<file path="src/apr_cfg.svh">
// Register offsets, bit positions, reset values and timing counts of the alarm pin router.
`ifndef APR_CFG_SVH
`define APR_CFG_SVH

`define APR_PIN_EN_OFFS 8'h14
`define APR_SEL_CTL_OFFS 8'h15
`define APR_POL_OFFS 8'h16
`define APR_LOS_MSK_OFFS 8'h17
`define APR_LOCK_LOSS_MASK_OFFS 8'h18
`define APR_FLAG_OFFS 8'h84

`define APR_PIN_EN_RST 8'h3E
`define APR_SEL_CTL_RST 8'hFF
`define APR_POL_RST 8'hDF
`define APR_LOS_MSK_RST 8'h07
`define APR_LOCK_LOSS_MASK_RST 8'h3F
`define APR_UNMAPPED_RD 8'h00

`define APR_C2B_EN_BIT 3
`define APR_C1B_EN_BIT 2
`define APR_LOL_EN_BIT 1
`define APR_INT_EN_BIT 0

`define APR_CA_EN_BIT 1
`define APR_SEL_PIN_BIT 0

`define APR_CA_POL_BIT 3
`define APR_BAD_POL_BIT 2
`define APR_LOCK_LOSS_POLARITY_BIT 1
`define APR_INTERRUPT_POLARITY_BIT 0

`define APR_INPUT_TWO_SIGNAL_LOSS_MASK_BIT 2
`define APR_INPUT_ONE_SIGNAL_LOSS_MASK_BIT 1
`define APR_REFERENCE_SIGNAL_LOSS_MASK_BIT 0
`define APR_LOCK_LOSS_MASK_BIT 0

`define APR_MANUAL_SEL 2'h0
`define APR_SYNC_STAGES 3

`endif

</file>
<file path="src/apr_pkg.sv">
// Types shared by the alarm pin router, the board model and the bench.
package apr_pkg;

    // One bit per status pin.
    typedef struct packed {
        logic c2b;
        logic combined_interrupt_output;
        logic lock_loss_output;
        logic select_active_pin;
    } apr_pins_t;

    // Latched alarm flags.
    typedef struct packed {
        logic lock_loss_output;
        logic los2;
        logic los1;
        logic losx;
    } apr_flags_t;

    // One register access, taken in a single cycle.
    typedef struct packed {
        logic [7:0] addr;
        logic [7:0] wdata;
        logic wr;
        logic rd;
    } apr_reg_req_t;

endpackage : apr_pkg

</file>
<file path="src/apr_router.sv">
// Alarm pin routing, polarity, clock-select pin control and signal-loss interrupt masking.
`include "apr_cfg.svh"
module apr_router (
    // Clock and reset
    input wire logic clk_i,
    input wire logic resetn_i,
    // Register access port
    input wire apr_pkg::apr_reg_req_t reg_req_i,
    output logic [7:0] reg_rdata_o,
    // Alarm conditions from the device core
    input wire logic input_one_bad_status_i,
    input wire logic input_two_bad_status_i,
    input wire logic lock_loss_status_i,
    input wire logic input_one_active_status_i,
    input wire apr_pkg::apr_flags_t alarm_event_i,
    // Clock selection
    input wire logic [1:0] auto_select_mode_i,
    input wire logic [1:0] register_clock_select_i,
    output logic [1:0] selected_clock_o,
    output logic pin_select_active_o,
    // Status pins
    input wire logic select_active_pin_i,
    output apr_pkg::apr_pins_t pin_out_o,
    output apr_pkg::apr_pins_t pin_oe_n_o,
    // Status
    output logic interrupt_status_o,
    output apr_pkg::apr_flags_t flags_o
);

    localparam logic [7:0] PIN_EN_RST = `APR_PIN_EN_RST;
    localparam logic [7:0] SEL_CTL_RST = `APR_SEL_CTL_RST;
    localparam logic [7:0] POL_RST = `APR_POL_RST;
    localparam logic [7:0] LOS_MSK_RST = `APR_LOS_MSK_RST;
    localparam logic [7:0] LOCK_LOSS_MASK_RST = `APR_LOCK_LOSS_MASK_RST;

    logic [3:0] pin_en_r;
    logic [1:0] sel_ctl_r;
    logic [3:0] pol_r;
    logic [2:0] los_msk_r;
    logic lock_loss_mask_r;
    apr_pkg::apr_flags_t flags_r;
    apr_pkg::apr_flags_t flags_nxt;
    apr_pkg::apr_pins_t pins_nxt;
    apr_pkg::apr_pins_t oe_n_nxt;
    logic [7:0] rdata_nxt;
    logic irq_nxt;
    logic [1:0] sel_nxt;
    logic armed_r;
    logic ca_level;

    // Address decode.
    wire hit_pin_en = reg_req_i.addr == `APR_PIN_EN_OFFS;
    wire hit_sel_ctl = reg_req_i.addr == `APR_SEL_CTL_OFFS;
    wire hit_pol = reg_req_i.addr == `APR_POL_OFFS;
    wire hit_los_msk = reg_req_i.addr == `APR_LOS_MSK_OFFS;
    wire hit_lock_loss_mask = reg_req_i.addr == `APR_LOCK_LOSS_MASK_OFFS;
    wire hit_flag = reg_req_i.addr == `APR_FLAG_OFFS;
    wire wr_pin_en = reg_req_i.wr && hit_pin_en;
    wire wr_sel_ctl = reg_req_i.wr && hit_sel_ctl;
    wire wr_pol = reg_req_i.wr && hit_pol;
    wire wr_los_msk = reg_req_i.wr && hit_los_msk;
    wire wr_lock_loss_mask = reg_req_i.wr && hit_lock_loss_mask;
    wire wr_flag = reg_req_i.wr && hit_flag;

    // Read mux; reserved bits read as their reset pattern.
    assign rdata_nxt = hit_pin_en ? {PIN_EN_RST[7:4], pin_en_r} :
                       hit_sel_ctl ? {SEL_CTL_RST[7:2], sel_ctl_r} :
                       hit_pol ? {POL_RST[7:4], pol_r} :
                       hit_los_msk ? {5'h00, los_msk_r} :
                       hit_lock_loss_mask ? {LOCK_LOSS_MASK_RST[7:1], lock_loss_mask_r} :
                       hit_flag ? {4'h0, flags_r} :
                       `APR_UNMAPPED_RD;

    // Clock selection from the pin is possible only in manual mode.
    wire manual_mode = auto_select_mode_i == `APR_MANUAL_SEL;
    wire pin_ctl = manual_mode && sel_ctl_r[`APR_SEL_PIN_BIT];
    wire pin_level;

    apr_pin_sync #(
        .STAGES(`APR_SYNC_STAGES)
    ) u_cs_sync (
        .clk_i(clk_i),
        .resetn_i(resetn_i),
        .pin_i(select_active_pin_i),
        .level_o(pin_level)
    );

    // Pin low picks input clock one, pin high input clock two.
    assign sel_nxt = pin_ctl ? {1'b0, pin_level} : register_clock_select_i;

    // Flags: a new event wins over a clear in the same cycle.
    assign flags_nxt = (flags_r & ~(wr_flag ? reg_req_i.wdata[3:0] : 4'h0)) | alarm_event_i;

    wire [3:0] flag_gate = {~lock_loss_mask_r, ~los_msk_r};
    assign irq_nxt = |(flags_r & flag_gate);

    wire c1b_level = input_one_bad_status_i ~^ pol_r[`APR_BAD_POL_BIT];
    wire int_level = irq_nxt ~^ pol_r[`APR_INTERRUPT_POLARITY_BIT];
    assign ca_level = input_one_active_status_i ~^ pol_r[`APR_CA_POL_BIT];

    assign pins_nxt.c2b = input_two_bad_status_i ~^ pol_r[`APR_BAD_POL_BIT];
    assign oe_n_nxt.c2b = !pin_en_r[`APR_C2B_EN_BIT];
    assign pins_nxt.lock_loss_output = lock_loss_status_i ~^ pol_r[`APR_LOCK_LOSS_POLARITY_BIT];
    assign oe_n_nxt.lock_loss_output = !pin_en_r[`APR_LOL_EN_BIT];
    // Interrupt takes the combined pin before clock-one-bad does.
    assign pins_nxt.combined_interrupt_output = pin_en_r[`APR_INT_EN_BIT] ? int_level : c1b_level;
    assign oe_n_nxt.combined_interrupt_output = !(pin_en_r[`APR_INT_EN_BIT] || pin_en_r[`APR_C1B_EN_BIT]);
    // The select pin is an input while it steers clock selection, so it is never driven then.
    assign pins_nxt.select_active_pin = ca_level;
    assign oe_n_nxt.select_active_pin = !(sel_ctl_r[`APR_CA_EN_BIT] && !pin_ctl);

    // Configuration registers; mask writes touch only mask bits.
    always_ff @(posedge clk_i or negedge resetn_i) begin
        if (!resetn_i) begin
            pin_en_r <= PIN_EN_RST[3:0];
            sel_ctl_r <= SEL_CTL_RST[1:0];
            pol_r <= POL_RST[3:0];
            los_msk_r <= LOS_MSK_RST[2:0];
            lock_loss_mask_r <= LOCK_LOSS_MASK_RST[0];
        end else begin
            if (wr_pin_en) begin
                pin_en_r <= reg_req_i.wdata[3:0];
            end
            if (wr_sel_ctl) begin
                sel_ctl_r <= reg_req_i.wdata[1:0];
            end
            if (wr_pol) begin
                pol_r <= reg_req_i.wdata[3:0];
            end
            if (wr_los_msk) begin
                los_msk_r <= reg_req_i.wdata[2:0];
            end
            if (wr_lock_loss_mask) begin
                lock_loss_mask_r <= reg_req_i.wdata[`APR_LOCK_LOSS_MASK_BIT];
            end
        end
    end

    always_ff @(posedge clk_i or negedge resetn_i) begin
        if (!resetn_i) begin
            flags_r <= '0;
        end else begin
            flags_r <= flags_nxt;
        end
    end

    // Registered outputs; all pins float during reset.
    always_ff @(posedge clk_i or negedge resetn_i) begin
        if (!resetn_i) begin
            pin_out_o <= '0;
            pin_oe_n_o <= '1;
            interrupt_status_o <= 1'b0;
            selected_clock_o <= 2'h0;
            pin_select_active_o <= 1'b0;
        end else begin
            pin_out_o <= pins_nxt;
            pin_oe_n_o <= oe_n_nxt;
            interrupt_status_o <= irq_nxt;
            selected_clock_o <= sel_nxt;
            pin_select_active_o <= pin_ctl;
        end
    end

    always_ff @(posedge clk_i or negedge resetn_i) begin
        if (!resetn_i) begin
            reg_rdata_o <= 8'h00;
        end else if (reg_req_i.rd) begin
            reg_rdata_o <= rdata_nxt;
        end
    end

    assign flags_o = flags_r;

    // Marks cycles whose registered outputs were computed outside reset.
    always_ff @(posedge clk_i or negedge resetn_i) begin
        if (!resetn_i) begin
            armed_r <= 1'b0;
        end else begin
            armed_r <= 1'b1;
        end
    end
endmodule : apr_router

</file>
<file path="src/apr_pin_sync.sv">
// Three-stage synchroniser with agreement filter for an input pin.
`include "apr_cfg.svh"
module apr_pin_sync #(
    parameter int STAGES = `APR_SYNC_STAGES
) (
    // Clock and reset
    input wire logic clk_i,
    input wire logic resetn_i,
    // Pin and filtered level
    input wire logic pin_i,
    output logic level_o
);

    logic [STAGES-1:0] chain_r;

    generate
        if (STAGES < 3) begin : g_bad_stages
            $error("apr_pin_sync needs at least three stages");
        end
    endgenerate

    // The first stage is read only by the second; the filter looks at the last two.
    always_ff @(posedge clk_i or negedge resetn_i) begin
        if (!resetn_i) begin
            chain_r <= '0;
            level_o <= 1'b0;
        end else begin
            chain_r <= {chain_r[STAGES-2:0], pin_i};
            if (chain_r[STAGES-1] == chain_r[STAGES-2]) begin
                level_o <= chain_r[STAGES-1];
            end
        end
    end

endmodule : apr_pin_sync

</file>
<file path="config.mk">
export PLATFORM = sky130hd
export DESIGN_NAME = apr_router
export DESIGN_NICKNAME = d
export VERILOG_FILES = /design/src/apr_pkg.sv /design/src/apr_router.sv /design/src/apr_pin_sync.sv
export VERILOG_INCLUDE_DIRS = /design/src
export SDC_FILE = /design/constraint.sdc
export NUM_CORES = 1
export LEC_CHECK = 0
export BUFFER_PORTS_ARGS = -buffer_cell sky130_fd_sc_hd__buf_2
export CAP_MARGIN = 25
export CORE_MARGIN = 5
export CORE_UTILIZATION = 50
export CTS_BUF_LIST = sky130_fd_sc_hd__clkbuf_16
export CTS_CLUSTER_SIZE = 8
export DETAILED_ROUTE_END_ITERATION = 6
export GPL_TIMING_DRIVEN = 0
export PLACE_DENSITY = 0.84
export SYNTH_ARGS = -nofsm -noshare
export SYNTH_HDL_FRONTEND = slang
export SYNTH_HIERARCHICAL = 1
export SYNTH_SLANG_ARGS = --single-unit
</file>
<file path="constraint.sdc">
create_clock -name clk_i -period 3 [get_ports clk_i]
set_input_delay 0.15 -clock clk_i [delete_from_list [all_inputs] [get_ports clk_i]]
set_output_delay 0.15 -clock clk_i [all_outputs]
set_load 0.03 [all_outputs]
</file>
**After elaboration in Yosys (flattened, before gate mapping)**

Cells that the tools add are included.

- Flip-flop bits (word level): 42
- Input port bits: 33
- Output and inout bits: 24
- Word-level logic and storage cells: 66

- Equality and inequality tests: 7
- Mux-type cells: 9
- Bitwise gates (word level): 11
- Reduce and logical (&&, ||, !) cells: 16

Operator list:

| operator | number |
|---|---|
| 8-bit by 5-bit equality test with 1-bit output, second input constant | 5 |
| 8-bit 2-to-1 mux | 3 |
| 6-bit 2-to-1 mux | 2 |
| 4-bit bitwise AND | 2 |
| 8-bit equality test, second input constant | 1 |
| 1-bit logical AND | 8 |
| 4-bit 2-to-1 mux | 2 |
| 1-bit zero test | 5 |
| 1-bit bitwise XNOR | 5 |
| 4-bit NOT | 1 |
| 4-bit bitwise OR | 1 |
| 4-bit OR reduction | 1 |
| 3-bit NOT | 1 |
| 2-bit zero test | 1 |
| 2-bit 2-to-1 mux | 1 |
| 1-bit equality test | 1 |
| 1-bit logical OR | 1 |
| 1-bit 2-to-1 mux | 1 |
| 1-bit NOT | 1 |

**Logic depth before layout (Yosys ltp)**

Gate-level depths: netlist (run 1).

- Word-level depth: 7
- Depth in mapped cells: 5
- Mapped depth without buffers: 4

**Hierarchy**

The synthesis (run 1) kept the hierarchy.

Modules (own cells, without submodules):

| module | instances | cells each | area an instance (µm²) | seq. area each (µm²) |
|---|---|---|---|---|
| apr_router | 1 | 150 | 1725.4 | 947.2 |
| apr_pin_sync | 1 | 5 | 111.4 | 100.1 |

**Least setup slack after synthesis (run 1)**

OpenSTA, ideal clock, no wires.

- Kind: input port to flip-flop
- Start: in reg_req_i[15] in the netlist's numbering
- End: reg sel_ctl_r[0]
- Setup time: 82 ps
- Arrival time: 1399 ps
- Data required time: 2918 ps
- Setup slack: 1519 ps
- Stages: 3
- Buffers on the path: 0
- Path through: or4b_4 nor4_2 mux2_2

- Cells in the longest elaborated chain, start to end: 2

RTL lines:

| element | line | source |
|---|---|---|
| start: declaration | apr_router.sv:8 | `input wire apr_pkg::apr_reg_req_t reg_req_i,` |
| 8-bit by 5-bit equality test with 1-bit output (no source line) | - |  |
| 1-bit logical AND | apr_router.sv:59 | `wire wr_sel_ctl = reg_req_i.wr && hit_sel_ctl;` |
| end signal: assignment | apr_router.sv:116 | `sel_ctl_r <= SEL_CTL_RST[1:0];` |
| end signal: assignment | apr_router.sv:125 | `sel_ctl_r <= reg_req_i.wdata[1:0];` |
| end: declaration | apr_router.sv:37 | `logic [1:0] sel_ctl_r;` |

Every way passes these cells.
A chain may end at the register's enable or synchronous reset.

**Final worst setup path (run 1)**

- Start: in reg_req_i[15] in the netlist's numbering
- End: reg reg_rdata_o[1]

- Cells in the longest elaborated chain, start to end: 7
- Elaborated cells on any way between the ends: 12
- Classes of those cells: eq/ne (6); mux (6)

RTL lines:

| element | line | source |
|---|---|---|
| 8-bit equality test (no source line) | - |  |
| 4-bit 2-to-1 mux (no source line) | - |  |
| 6-bit 2-to-1 mux (no source line) (2 in a row) | - |  |
| 8-bit 2-to-1 mux (no source line) (2 in a row) | - |  |
| 8-bit 2-to-1 mux (no source line) (*) | - |  |
| end signal: assignment | apr_router.sv:168 | `reg_rdata_o <= rdata_nxt;` |
| end: declaration | apr_router.sv:9 | `output logic [7:0] reg_rdata_o,` |

Every way passes the cells marked *; elsewhere a longest branch is shown, timed or not.

==> metrics.cfg, run 1 <==
[status]
status=complete, but fails checks
failed_checks=negative hold slack

[critical_path]
cp_data_required_time_ps=3180
worstSetupEndpointType=register
cpMaxStageDelayCell=nor4b_1
cp_max_fo=4
crit_type=input port to register
slowest_delay_ps=610
crit_chain=buf_2 > nor4b_1 > o21ai_0 > a22o_2 > a221oi_1
start_kind=input port
crit_arrival_ps=1730

[layout]
num_antenna_cells=0
area_delta_synth_final_pct=25.3
regArea_um2=1050
n_fill_cell=290
fin_cells=263
fin_nets=247
drive_above_1_share=0.451
multi_input_area_um2=744

[worst_hold_path]
hold_class=input port to asynchronous set/reset pin

[global_routing]
grt_pass1_vias=1493
grt_pass1_wl_um=6980
grt_max_degree=42
antenna_found_initial=0
grt.total_usage=0.179
overflow=0

[floorplan]
rows=22
die_w_um=70.6
initial_core_util=0.509
die-height_um=70.6
io_pins=57
die-area_um2=4990
core_area_um2=3610

[route]
wl_um=4130
drc=0
drt-pass1-iter-count=4
postRouteAntennaNets=0
wl_met3_um=291
wl_met1_um=1610
vias=1421
wl_per_cell_um=15.7
highest_layer=met4
detail_route.vias_per_cell=5.40
wl_met2_um=2120
drt_iter0_drc=71

[placed_design]
gp_congestion=0.883
dp_hpwl_um=3030
place_ws_ps=1160
dpl.cell_count=254
numPortBuffers=51

[sta]
holdWs_ps=-22.7
layout_worst_path_cycle_share=0.519
skew_ps=3.02
tightest_slew_ps=857
fin_ws_ps=1440
finalHoldViolations=24
tns_ps=0
relSlewSlack=0.429
fmax_ghz=0.643
finalSetupViolations=0
drv_slew=0
rsz0062_at_grt=no
min_period_ps=1560

[logic_synthesis]
synth.largest_area_cell=dfrtp_1
syn-num-nets=188
syn_area_um2=1840
synth_cells=155
ys_types=41
ys_ff_latch=41
syn_area_per_cell_um2=11.9
synth_area_leaders=dfrtp_1 33%, dfstp_2 24%, mux2_2 9.2%, nand3_1 3.3%, nand2b_1 2.7%
yosysSeqAreaShare=0.570
ys_warn_count=6
synth_edf_count=0
synth_flop_cell=dfrtp_1
synthTopCellsByCount=24 x dfrtp_1, 17 x dfstp_2, 15 x mux2_2
synthDominantCellAreaShare=0.327
async_reset_ff_frac=1.00
yosysMostFrequentCell=dfrtp_1

[clock_network]
root_buffer=clkbuf_16
cts_buffers=5
cts_sinks=41
clockBufferDepth=2
insertion_delay_ps=280
cts_setup_buffers=0
cts_tree=yes
cts.clk_slew.worst_paths_ps=60
cts_max_level=2

[pwr]
vdd.ir_drop.worst_mv=0.303
power.density_nw_per_um2=547
p_leak_nw=1.04

[job]
maxCapViolCount=0

## through the flow
| stage | power (mW) | utilization | instance area, um2 |
|---|---|---|---|
| 2_1_floorplan | 0.702 | - | 1840 |
| 3_3_place_gp | 0.762 | 0.597 | 2150 |
| 3_5_place_dp | 0.767 | 0.597 | 2150 |
| 4_1_cts | 1.27 | 0.638 | 2300 |
| 5_1_grt | 1.31 | 0.638 | 2300 |
| 6_report | 1.26 | 0.638 | 2300 |
## sequential cells by signal, summed over array words and instances (netlist names)
signal / count
pin_out_o: 4
pol_r: 4
pin_en_r: 4
flags_o: 4
reg_rdata_o: 7
los_msk_r: 3
u_cs_sync/level_o: 1
interrupt_status_o: 1
lock_loss_mask_r: 1
pin_select_active_o: 1
sel_ctl_r: 2
u_cs_sync/chain_r: 3
selected_clock_o: 2
pin_oe_n_o: 4
## power breakdown
part	total [mW]	internal, mW	switching (mW)
logic	0.151	0.0561	0.0954
clock network	0.499	0.301	0.198
registers	0.608	0.593	0.0153
## worst max-delay path, delay by kind of cell
kind                   cells  cell delay, ps
and+or+nand+nor            1             610
AOI/OAI and AO/OA          3             860
buffers and inverters      1             110
## worst paths after layout
path,start,end,slack [ps],cells after the start
worst max-delay path,reg_req_i[15],reg_rdata_o[1],1440,5
worst min-delay path,resetn_i,selected_clock_o[1],-20,1
worst max register to register,sel_ctl_r[0],selected_clock_o[0],1470,2
worst min register to register,u_cs_sync/chain_r[0],u_cs_sync/chain_r[1],350,0
max in group asynchronous,resetn_i,flags_o[2],2490,1
min in group clk_i,alarm_event_i[0],flags_o[0],40,2
## layout by cell type, fill, tap and decap left out, types with 2 or more instances in the layout
cell,count
nand2_1,9
o21ai_0,4
nor4b_1,2
o22ai_1,4
inv_1,7
nand3_1,12
clkinv_2,2
a21o_1,4
nor3b_1,2
a21oi_1,2
buf_2,51
dfrtp_1,24
nor2_1,9
a31oi_1,2
clkbuf_16,5
nor2b_1,3
and3_1,2
xnor2_1,5
mux2_2,15
clkbuf_1,3
dfstp_2,17
nand2b_1,8
## cells by family after synthesis
family | synth area share
simple gates | 0.187
flops | 0.570
compound gates | 0.0865
mux | 0.0974
buf+inv | 0.0245
xor+xnor | 0.0286
fa+ha+maj | 0.00613
## cell type report
cell class	instances	share of cell area
sequential	41	0.455
clock buffer	5	0.0544
buffer	5	0.00979
multi-input combinational	103	0.324
timing repair buffer	52	0.115
inverter	6	0.00979
tap	48	0.0261
clock inverter	3	0.00598
## layer usage
metal | vias up | track usage
met3 | 10 | 0.0497
met2 | 52 | 0.308
met1 | 688 | 0.206
li1 | 671 | -
met4 | 0 | 0.0856
met5 | - | 0
## timing repair
item,4_1_cts,5_1_grt
setup endpoints to repair,0,0
hold endpoints to repair,1,0
hold buffers,1,0
gates resized for setup,0,0
No activity file was read; power rests on OpenSTA's default activity.
==> inputs of run 2 (changes only) <==
- ABC_AREA: not set -> 1
- CORE_UTILIZATION: 50 -> 46
- PLACE_DENSITY: 0.84 -> 0.81
- clock period: 3 -> 1.3 ns (I/O delays scaled with it)
==> metrics.cfg, run 2 <==
[floorplan]
io_pins=57  ; unchanged
die_w_um=74.3  ; +5.2%
rows=23  ; +4.5%
core_area_um2=4000  ; +11%
die-area_um2=5510  ; +11%
die-height_um=74.3  ; +5.2%
initial_core_util=0.475  ; -0.0345

[global_routing]
grt_pass1_wl_um=7180  ; +2.9%
antenna_found_initial=0  ; unchanged
gr-usage-met3=0.0311  ; -0.0186
grt_use_met1=0.217  ; +0.0110
overflow=0  ; unchanged
top_usage_layer=met2
use_met2=0.286  ; -0.0213
grt_pass1_vias=1607  ; +7.6%
grt_max_degree=42  ; unchanged
grt.total_usage=0.171  ; -0.00844

[logic_synthesis]
syn_area_per_cell_um2=8.92  ; -25%
synth_flop_cell=dfrtp_1
synthAdderAreaFrac=0  ; -0.00613
synth_cells=213  ; +37%
synth_area_leaders=dfrtp_1 32%, dfstp_2 24%, nand2_1 9.9%, inv_1 5.1%, nor2_1 3.8%
synthMuxAreaShare=0  ; -0.0974
syn_area_um2=1900  ; +3.4%
ys_ff_latch=41  ; unchanged
syn-num-nets=246  ; +31%
yosysMostFrequentCell=nand2_1
synthTopCellsByCount=50 x nand2_1, 26 x inv_1, 24 x dfrtp_1
synthDominantCellAreaShare=0.316  ; -0.0108
synth-simple-area-share=0.269  ; +0.0828
async_reset_ff_frac=1.00  ; unchanged
yosysSeqAreaShare=0.551  ; -0.0188
synth_compound_area_frac=0.0916  ; +0.00506
ys_warn_count=6  ; unchanged
synth.largest_area_cell=dfrtp_1
synth_top_family_by_area=simple AND/OR/NAND/NOR gates
synth-xor-area-share=0.0184  ; -0.0102
synth_edf_count=0  ; unchanged
ys_types=29  ; -29%

[layout]
drive_above_1_share=0.343  ; -0.109
num_antenna_cells=0  ; unchanged
area_delta_synth_final_pct=32.9
fin_nets=318  ; +29%
n_fill_cell=343  ; +18%
layout_common_cells=52 x buf_2, 50 x nand2_1, 27 x inv_1, 24 x dfrtp_1, 18 x nor2_1
largest_register_ffs=7  ; unchanged
regArea_um2=1050  ; unchanged
layout_commonest_cell=buf_2
multi_input_area_um2=728  ; -2.2%
regMostFlops=reg_rdata_o

[clock_network]
cts_tree=yes
cts_sinks=41  ; unchanged
cts_max_level=2  ; unchanged
clockBufferDepth=2  ; unchanged
cts_setup_buffers=0  ; unchanged
cts.clk_slew.worst_paths_ps=50  ; about the same
cts_buffers=5  ; unchanged
insertion_delay_ps=280  ; about the same
root_buffer=clkbuf_16

[critical_path]
worstSetupEndpointType=register
cpMaxStageDelayCell=dfstp_2
cp_max_fo=3  ; -1
crit_chain=o22ai_1 > nor2_2 > nand2_1 > nand2_1 > o21bai_1
path_buf_inv=0  ; -1
cp_data_required_time_ps=1460  ; -1720 ps
crit_arrival_ps=1330  ; -400 ps
cp_common_cell=nand2_1
slowest_delay_ps=550  ; -60 ps
start_kind=register
cpLargestDelayFamily=flip-flops
crit_type=register to register

[route]
vias=1617  ; +14%
postRouteAntennaNets=0  ; unchanged
drc=0  ; unchanged
wl_per_cell_um=12.7  ; -19%
drt-pass1-iter-count=4  ; unchanged
detail_route.vias_per_cell=4.81  ; -11%
drt_iter0_drc=72  ; +1.4%
wl_um=4250  ; +3.1%

[pwr]
clkPwrFrac=0.434  ; +0.037
power.density_nw_per_um2=1240  ; +130%
p_comb_frac=0.115  ; -0.005
vdd.ir_drop.worst_mv=0.732  ; +140%
sw_frac_of_total=0.231  ; -0.0139
internal_power_mw=2.40  ; +150%
p_leak_nw=1.29  ; +24%
share_seq_of_total_power=0.451  ; -0.032
power_switching_mw=0.722  ; +130%

[sta]
skew_ps=6.42  ; +3.39 ps
layout_worst_path_cycle_share=0.900
rsz0062_at_grt=no
finalSetupViolations=0  ; unchanged
relSlewSlack=0.424  ; -0.00444
tns_ps=0  ; unchanged
tightest_slew_ps=864  ; +6.66 ps
finalHoldViolations=0  ; -100%
holdWs_ps=38.9  ; +61.6 ps
drv_slew=0  ; unchanged
fmax_ghz=0.855
min_period_ps=1170

[placed_design]
numPortBuffers=52  ; +2.0%
gp_congestion=0.830  ; -6.0%
dp_hpwl_um=3130  ; +3.1%

[worst_hold_path]
hold_class=input port to register

[job]
maxCapViolCount=0  ; unchanged

[status]
status=complete, no violations

## run 2: cell count changes in the layout (fill, tap and decap cells not counted), sizes merged, moves of 12 or more
cell | before | now
dlygate4sd3 | 1 | 13
o21ai | 4 | 19
nor2 | 10 | 27
mux2 | 15 | 0
inv | 7 | 30
nand2 | 9 | 55
## run 2: metrics by stage
step           instances  setup slack [ps]  cell area, um2  total power [mW]  utilization
2_1_floorplan        213               200            1900              1.62            -
5_1_grt              336              84.8            2520              3.25        0.631
4_1_cts              336              43.6            2520              3.15        0.629
6_report             336               130            2520              3.12        0.631
3_5_place_dp         315              63.1            2220              1.76        0.556
3_3_place_gp         315               101            2220              1.75        0.556
## run 2: worst register-to-register path, cell delays in order (launching register included)
cell,delay [ps]
dfstp_2,550
o22ai_1,110
nor2_2,180
nand2_1,90
nand2_1,70
o21bai_1,60
## run 2: cell families after synthesis
family          after synthesis
simple gates                104
flops                        41
compound gates               32
buf+inv                      32
xor+xnor                      4
## run 2: final timing paths
kind                       cells past startpoint  slack [ps]                    to                  from
hold reg to reg                                0         360  u_cs_sync/chain_r[1]  u_cs_sync/chain_r[0]
min in group asynchronous                      2         430   selected_clock_o[1]              resetn_i
max in group asynchronous                      2         320            flags_o[0]              resetn_i
hold / removal                                 3          40          los_msk_r[2]          reg_req_i[4]
setup reg to reg                               5         130          pin_out_o[2]          los_msk_r[2]
setup / recovery                               5         130          pin_out_o[2]          los_msk_r[2]
## run 2: what timing repair did
action                     in CTS  in global routing
resized for setup               0                  2
setup endpoints to repair       0                  2
hold buffers                   13                  0
hold endpoints to repair       35                  0
## run 2: per-layer routing
layer,share of wire,wire length (um),vias to the layer above
met4,0.019,81,0
met2,0.50,2140,48
li1,-,-,817
met3,0.067,284,7
met1,0.41,1740,745
met5,0,0,-
## run 2: power groups by stage
stage	Clock [mW]	Sequential [mW]	Combinational [mW]
after CTS	1.38	1.41	0.365
after global routing	1.43	1.42	0.401
after detailed placement	0	1.43	0.332
final	1.35	1.41	0.361
after floorplan	0	1.50	0.121
after global placement	0	1.43	0.325
## run 2: cell type report
type / instances / area share
sequential: 41 / 0.415
buffer: 2 / 0.00744
tap: 50 / 0.0248
clock buffer: 5 / 0.0496
multi-input combinational: 140 / 0.289
inverter: 30 / 0.0446
clock inverter: 3 / 0.0154
timing repair buffer: 65 / 0.155
==> inputs of run 3 (changes only) <==
- CORE_UTILIZATION: 46 -> 45
- PLACE_DENSITY: 0.81 -> 0.8
- SYNTH_HIERARCHICAL: 1 -> not set
==> metrics.cfg, run 3 <==
[logic_synthesis]
synth-simple-area-share=0.251  ; -0.0180
synth_cells=216  ; +1.4%
ys_types=25  ; -14%
syn-num-nets=249  ; +1.2%
synth-xor-area-share=0.0184  ; -0.0000606
synth.largest_area_cell=dfrtp_1
yosysMostFrequentCell=nand2_1
ys_ff_latch=41  ; unchanged
synthAdderAreaFrac=0.00525  ; +0.00525
syn_area_per_cell_um2=8.82  ; -1.1%
synth_flop_cell=dfrtp_1
synth_area_leaders=dfrtp_1 32%, dfstp_2 23%, nand2_1 9.5%, inv_1 6.1%, nor2_1 3.7%
syn_area_um2=1910  ; +0.33%
async_reset_ff_frac=1.00  ; unchanged
yosysSeqAreaShare=0.550  ; -0.00181
synthTopCellsByCount=48 x nand2_1, 31 x inv_1, 24 x dfrtp_1
synth_top_family_by_area=simple AND/OR/NAND/NOR gates
synth_edf_count=0  ; unchanged
synthMuxAreaShare=0  ; unchanged
ys_warn_count=0  ; -6
synth_compound_area_frac=0.0959  ; +0.00430
synthDominantCellAreaShare=0.315  ; -0.00104

[layout]
fin_nets=318  ; unchanged
layout_common_cells=52 x buf_2, 48 x nand2_1, 31 x inv_1, 24 x dfrtp_1, 19 x nor2_1
drive_above_1_share=0.350  ; +0.00699
area_delta_synth_final_pct=29.7
layout_commonest_cell=buf_2
num_antenna_cells=0  ; unchanged
regMostFlops=reg_rdata_o
largest_register_ffs=7  ; unchanged

[route]
drt_iter0_drc=73  ; +1.4%
drt-pass1-iter-count=4  ; unchanged
drc=0  ; unchanged
wl_um=4290  ; +0.92%
vias=1580  ; -2.3%
detail_route.vias_per_cell=4.70  ; -2.3%
wl_per_cell_um=12.8  ; +0.92%
postRouteAntennaNets=0  ; unchanged

[placed_design]
gp_congestion=0.894  ; +7.7%
dp_hpwl_um=3210  ; +2.7%
numPortBuffers=52  ; unchanged

[critical_path]
worstSetupEndpointType=register
crit_arrival_ps=1340  ; about the same
cp_data_required_time_ps=1460  ; about the same
path_buf_inv=0  ; unchanged
cpMaxStageDelayCell=dfstp_2
slowest_delay_ps=530  ; -20 ps
cp_max_fo=3  ; unchanged
crit_type=register to register
start_kind=register
crit_chain=o22ai_1 > nor2_1 > nand2_1 > nand2_1 > o22ai_1
cpLargestDelayFamily=flip-flops

[sta]
fmax_ghz=0.851  ; -0.46%
min_period_ps=1180  ; +5.37 ps
rsz0062_at_grt=no
skew_ps=1.43  ; -4.99 ps
drv_slew=0  ; unchanged
holdWs_ps=2.71  ; -36.2 ps
tightest_slew_ps=874  ; +10.7 ps
finalSetupViolations=0  ; unchanged
tns_ps=0  ; unchanged
relSlewSlack=0.417  ; -0.00716
layout_worst_path_cycle_share=0.904  ; +0.00413
finalHoldViolations=0  ; unchanged

[floorplan]
die-height_um=75.1  ; +1.1%
io_pins=57  ; unchanged
initial_core_util=0.470  ; -0.00519
core_area_um2=4060  ; +1.4%
die_w_um=75.1  ; +1.1%
rows=23  ; unchanged
die-area_um2=5640  ; +2.2%

[global_routing]
grt_max_degree=42  ; unchanged
overflow=0  ; unchanged
grt_pass1_wl_um=7220  ; +0.58%
antenna_found_initial=0  ; unchanged
grt.total_usage=0.172  ; +0.00144
grt_pass1_vias=1588  ; -1.2%

[pwr]
p_leak_nw=1.27  ; -1.2%
share_seq_of_total_power=0.480  ; +0.029
p_comb_frac=0.114  ; about the same
sw_frac_of_total=0.249  ; +0.0176
vdd.ir_drop.worst_mv=0.643  ; -12%
power_switching_mw=0.724  ; +0.32%
internal_power_mw=2.19  ; -8.9%
p_total_mw=2.91  ; -6.8%
clkPwrFrac=0.406  ; -0.028
power.density_nw_per_um2=1180  ; -4.8%

[clock_network]
clockBufferDepth=2  ; unchanged
cts_max_level=2  ; unchanged
cts_tree=yes
cts_setup_buffers=0  ; unchanged
cts.clk_slew.worst_paths_ps=60  ; about the same
cts_sinks=41  ; unchanged
cts.hold.buffers_added=10  ; -3
insertion_delay_ps=280  ; about the same
root_buffer=clkbuf_16
ctsResizeCount=0  ; unchanged
cts_buffers=5  ; unchanged

[job]
maxCapViolCount=0  ; unchanged

[status]
status=complete, no violations

[worst_hold_path]
hold_class=input port to register

[run 3: cell count changes after synthesis, moves of 2 or more]
cell / before / now
o21ai_0: 14 / 11
nand2_2: 3 / 7
o21a_1: 2 / 0
nand3_1: 14 / 10
inv_1: 26 / 31
nand2_4: 2 / 4
nand2_1: 50 / 48
o21ai_1: 5 / 11
[run 3: final cells by class]
class | instances | area, um2
Fill cell | 360 | 1590
Clock inverter | 3 | 17.5
Clock buffer | 5 | 125
Sequential cell | 41 | 1050
Timing Repair Buffer | 62 | 360
Buffer | 2 | 18.8
Inverter | 35 | 133
Multi-Input combinational cell | 138 | 707
Tap cell | 50 | 62.6
[run 3: final timing paths]
kind | to | slack [ps] | from | cells after the start
max | pin_out_o[2] | 120 | los_msk_r[1] | 5
max reg2reg | pin_out_o[2] | 120 | los_msk_r[1] | 5
max in group asynchronous | flags_o[1] | 310 | resetn_i | 2
min in group asynchronous | pin_out_o[2] | 450 | resetn_i | 2
min | selected_clock_o[0] | 3 | register_clock_select_i[0] | 3
min reg2reg | u_cs_sync.chain_r[1] | 350 | u_cs_sync.chain_r[0] | 0
[run 3: layer usage]
metal | track usage | vias to the layer above | part of all wire
met5 | 0 | - | 0
met4 | 0.0692 | 0 | 0.026
met3 | 0.0534 | 11 | 0.063
met2 | 0.280 | 45 | 0.47
met1 | 0.212 | 709 | 0.44
li1 | - | 815 | -
[run 3: power groups by stage]
stage / clock (mW) / sequential [mW] / combinational, mW
finish: 1.18 / 1.40 / 0.332
global placement: 0 / 1.41 / 0.302
detailed placement: 0 / 1.42 / 0.311
CTS: 1.21 / 1.40 / 0.335
global route: 1.28 / 1.40 / 0.369
floorplan: 0 / 1.47 / 0.111
[run 3: through the flow]
step | area (um2) | utilization | instances | worst slack [ps]
2_1_floorplan | 1910 | - | 216 | 200
3_3_place_gp | 2230 | 0.549 | 318 | 152
3_5_place_dp | 2230 | 0.549 | 318 | 125
4_1_cts | 2470 | 0.609 | 336 | 111
5_1_grt | 2470 | 0.609 | 336 | 13.4
6_report | 2470 | 0.609 | 336 | 125
[run 3: cells by family (layout without fill, tap and decap cells)]
logic type	count (synthesis)	in the layout
compound gates	34	34
fa+ha+maj	1	1
simple gates	99	99
buf+inv	37	107
xor+xnor	4	4
flops	41	41
[run 3: worst min-delay path, cell delays in order]
cell	delay, ps
buf_2	80
nand2_1	40
nand2_1	60
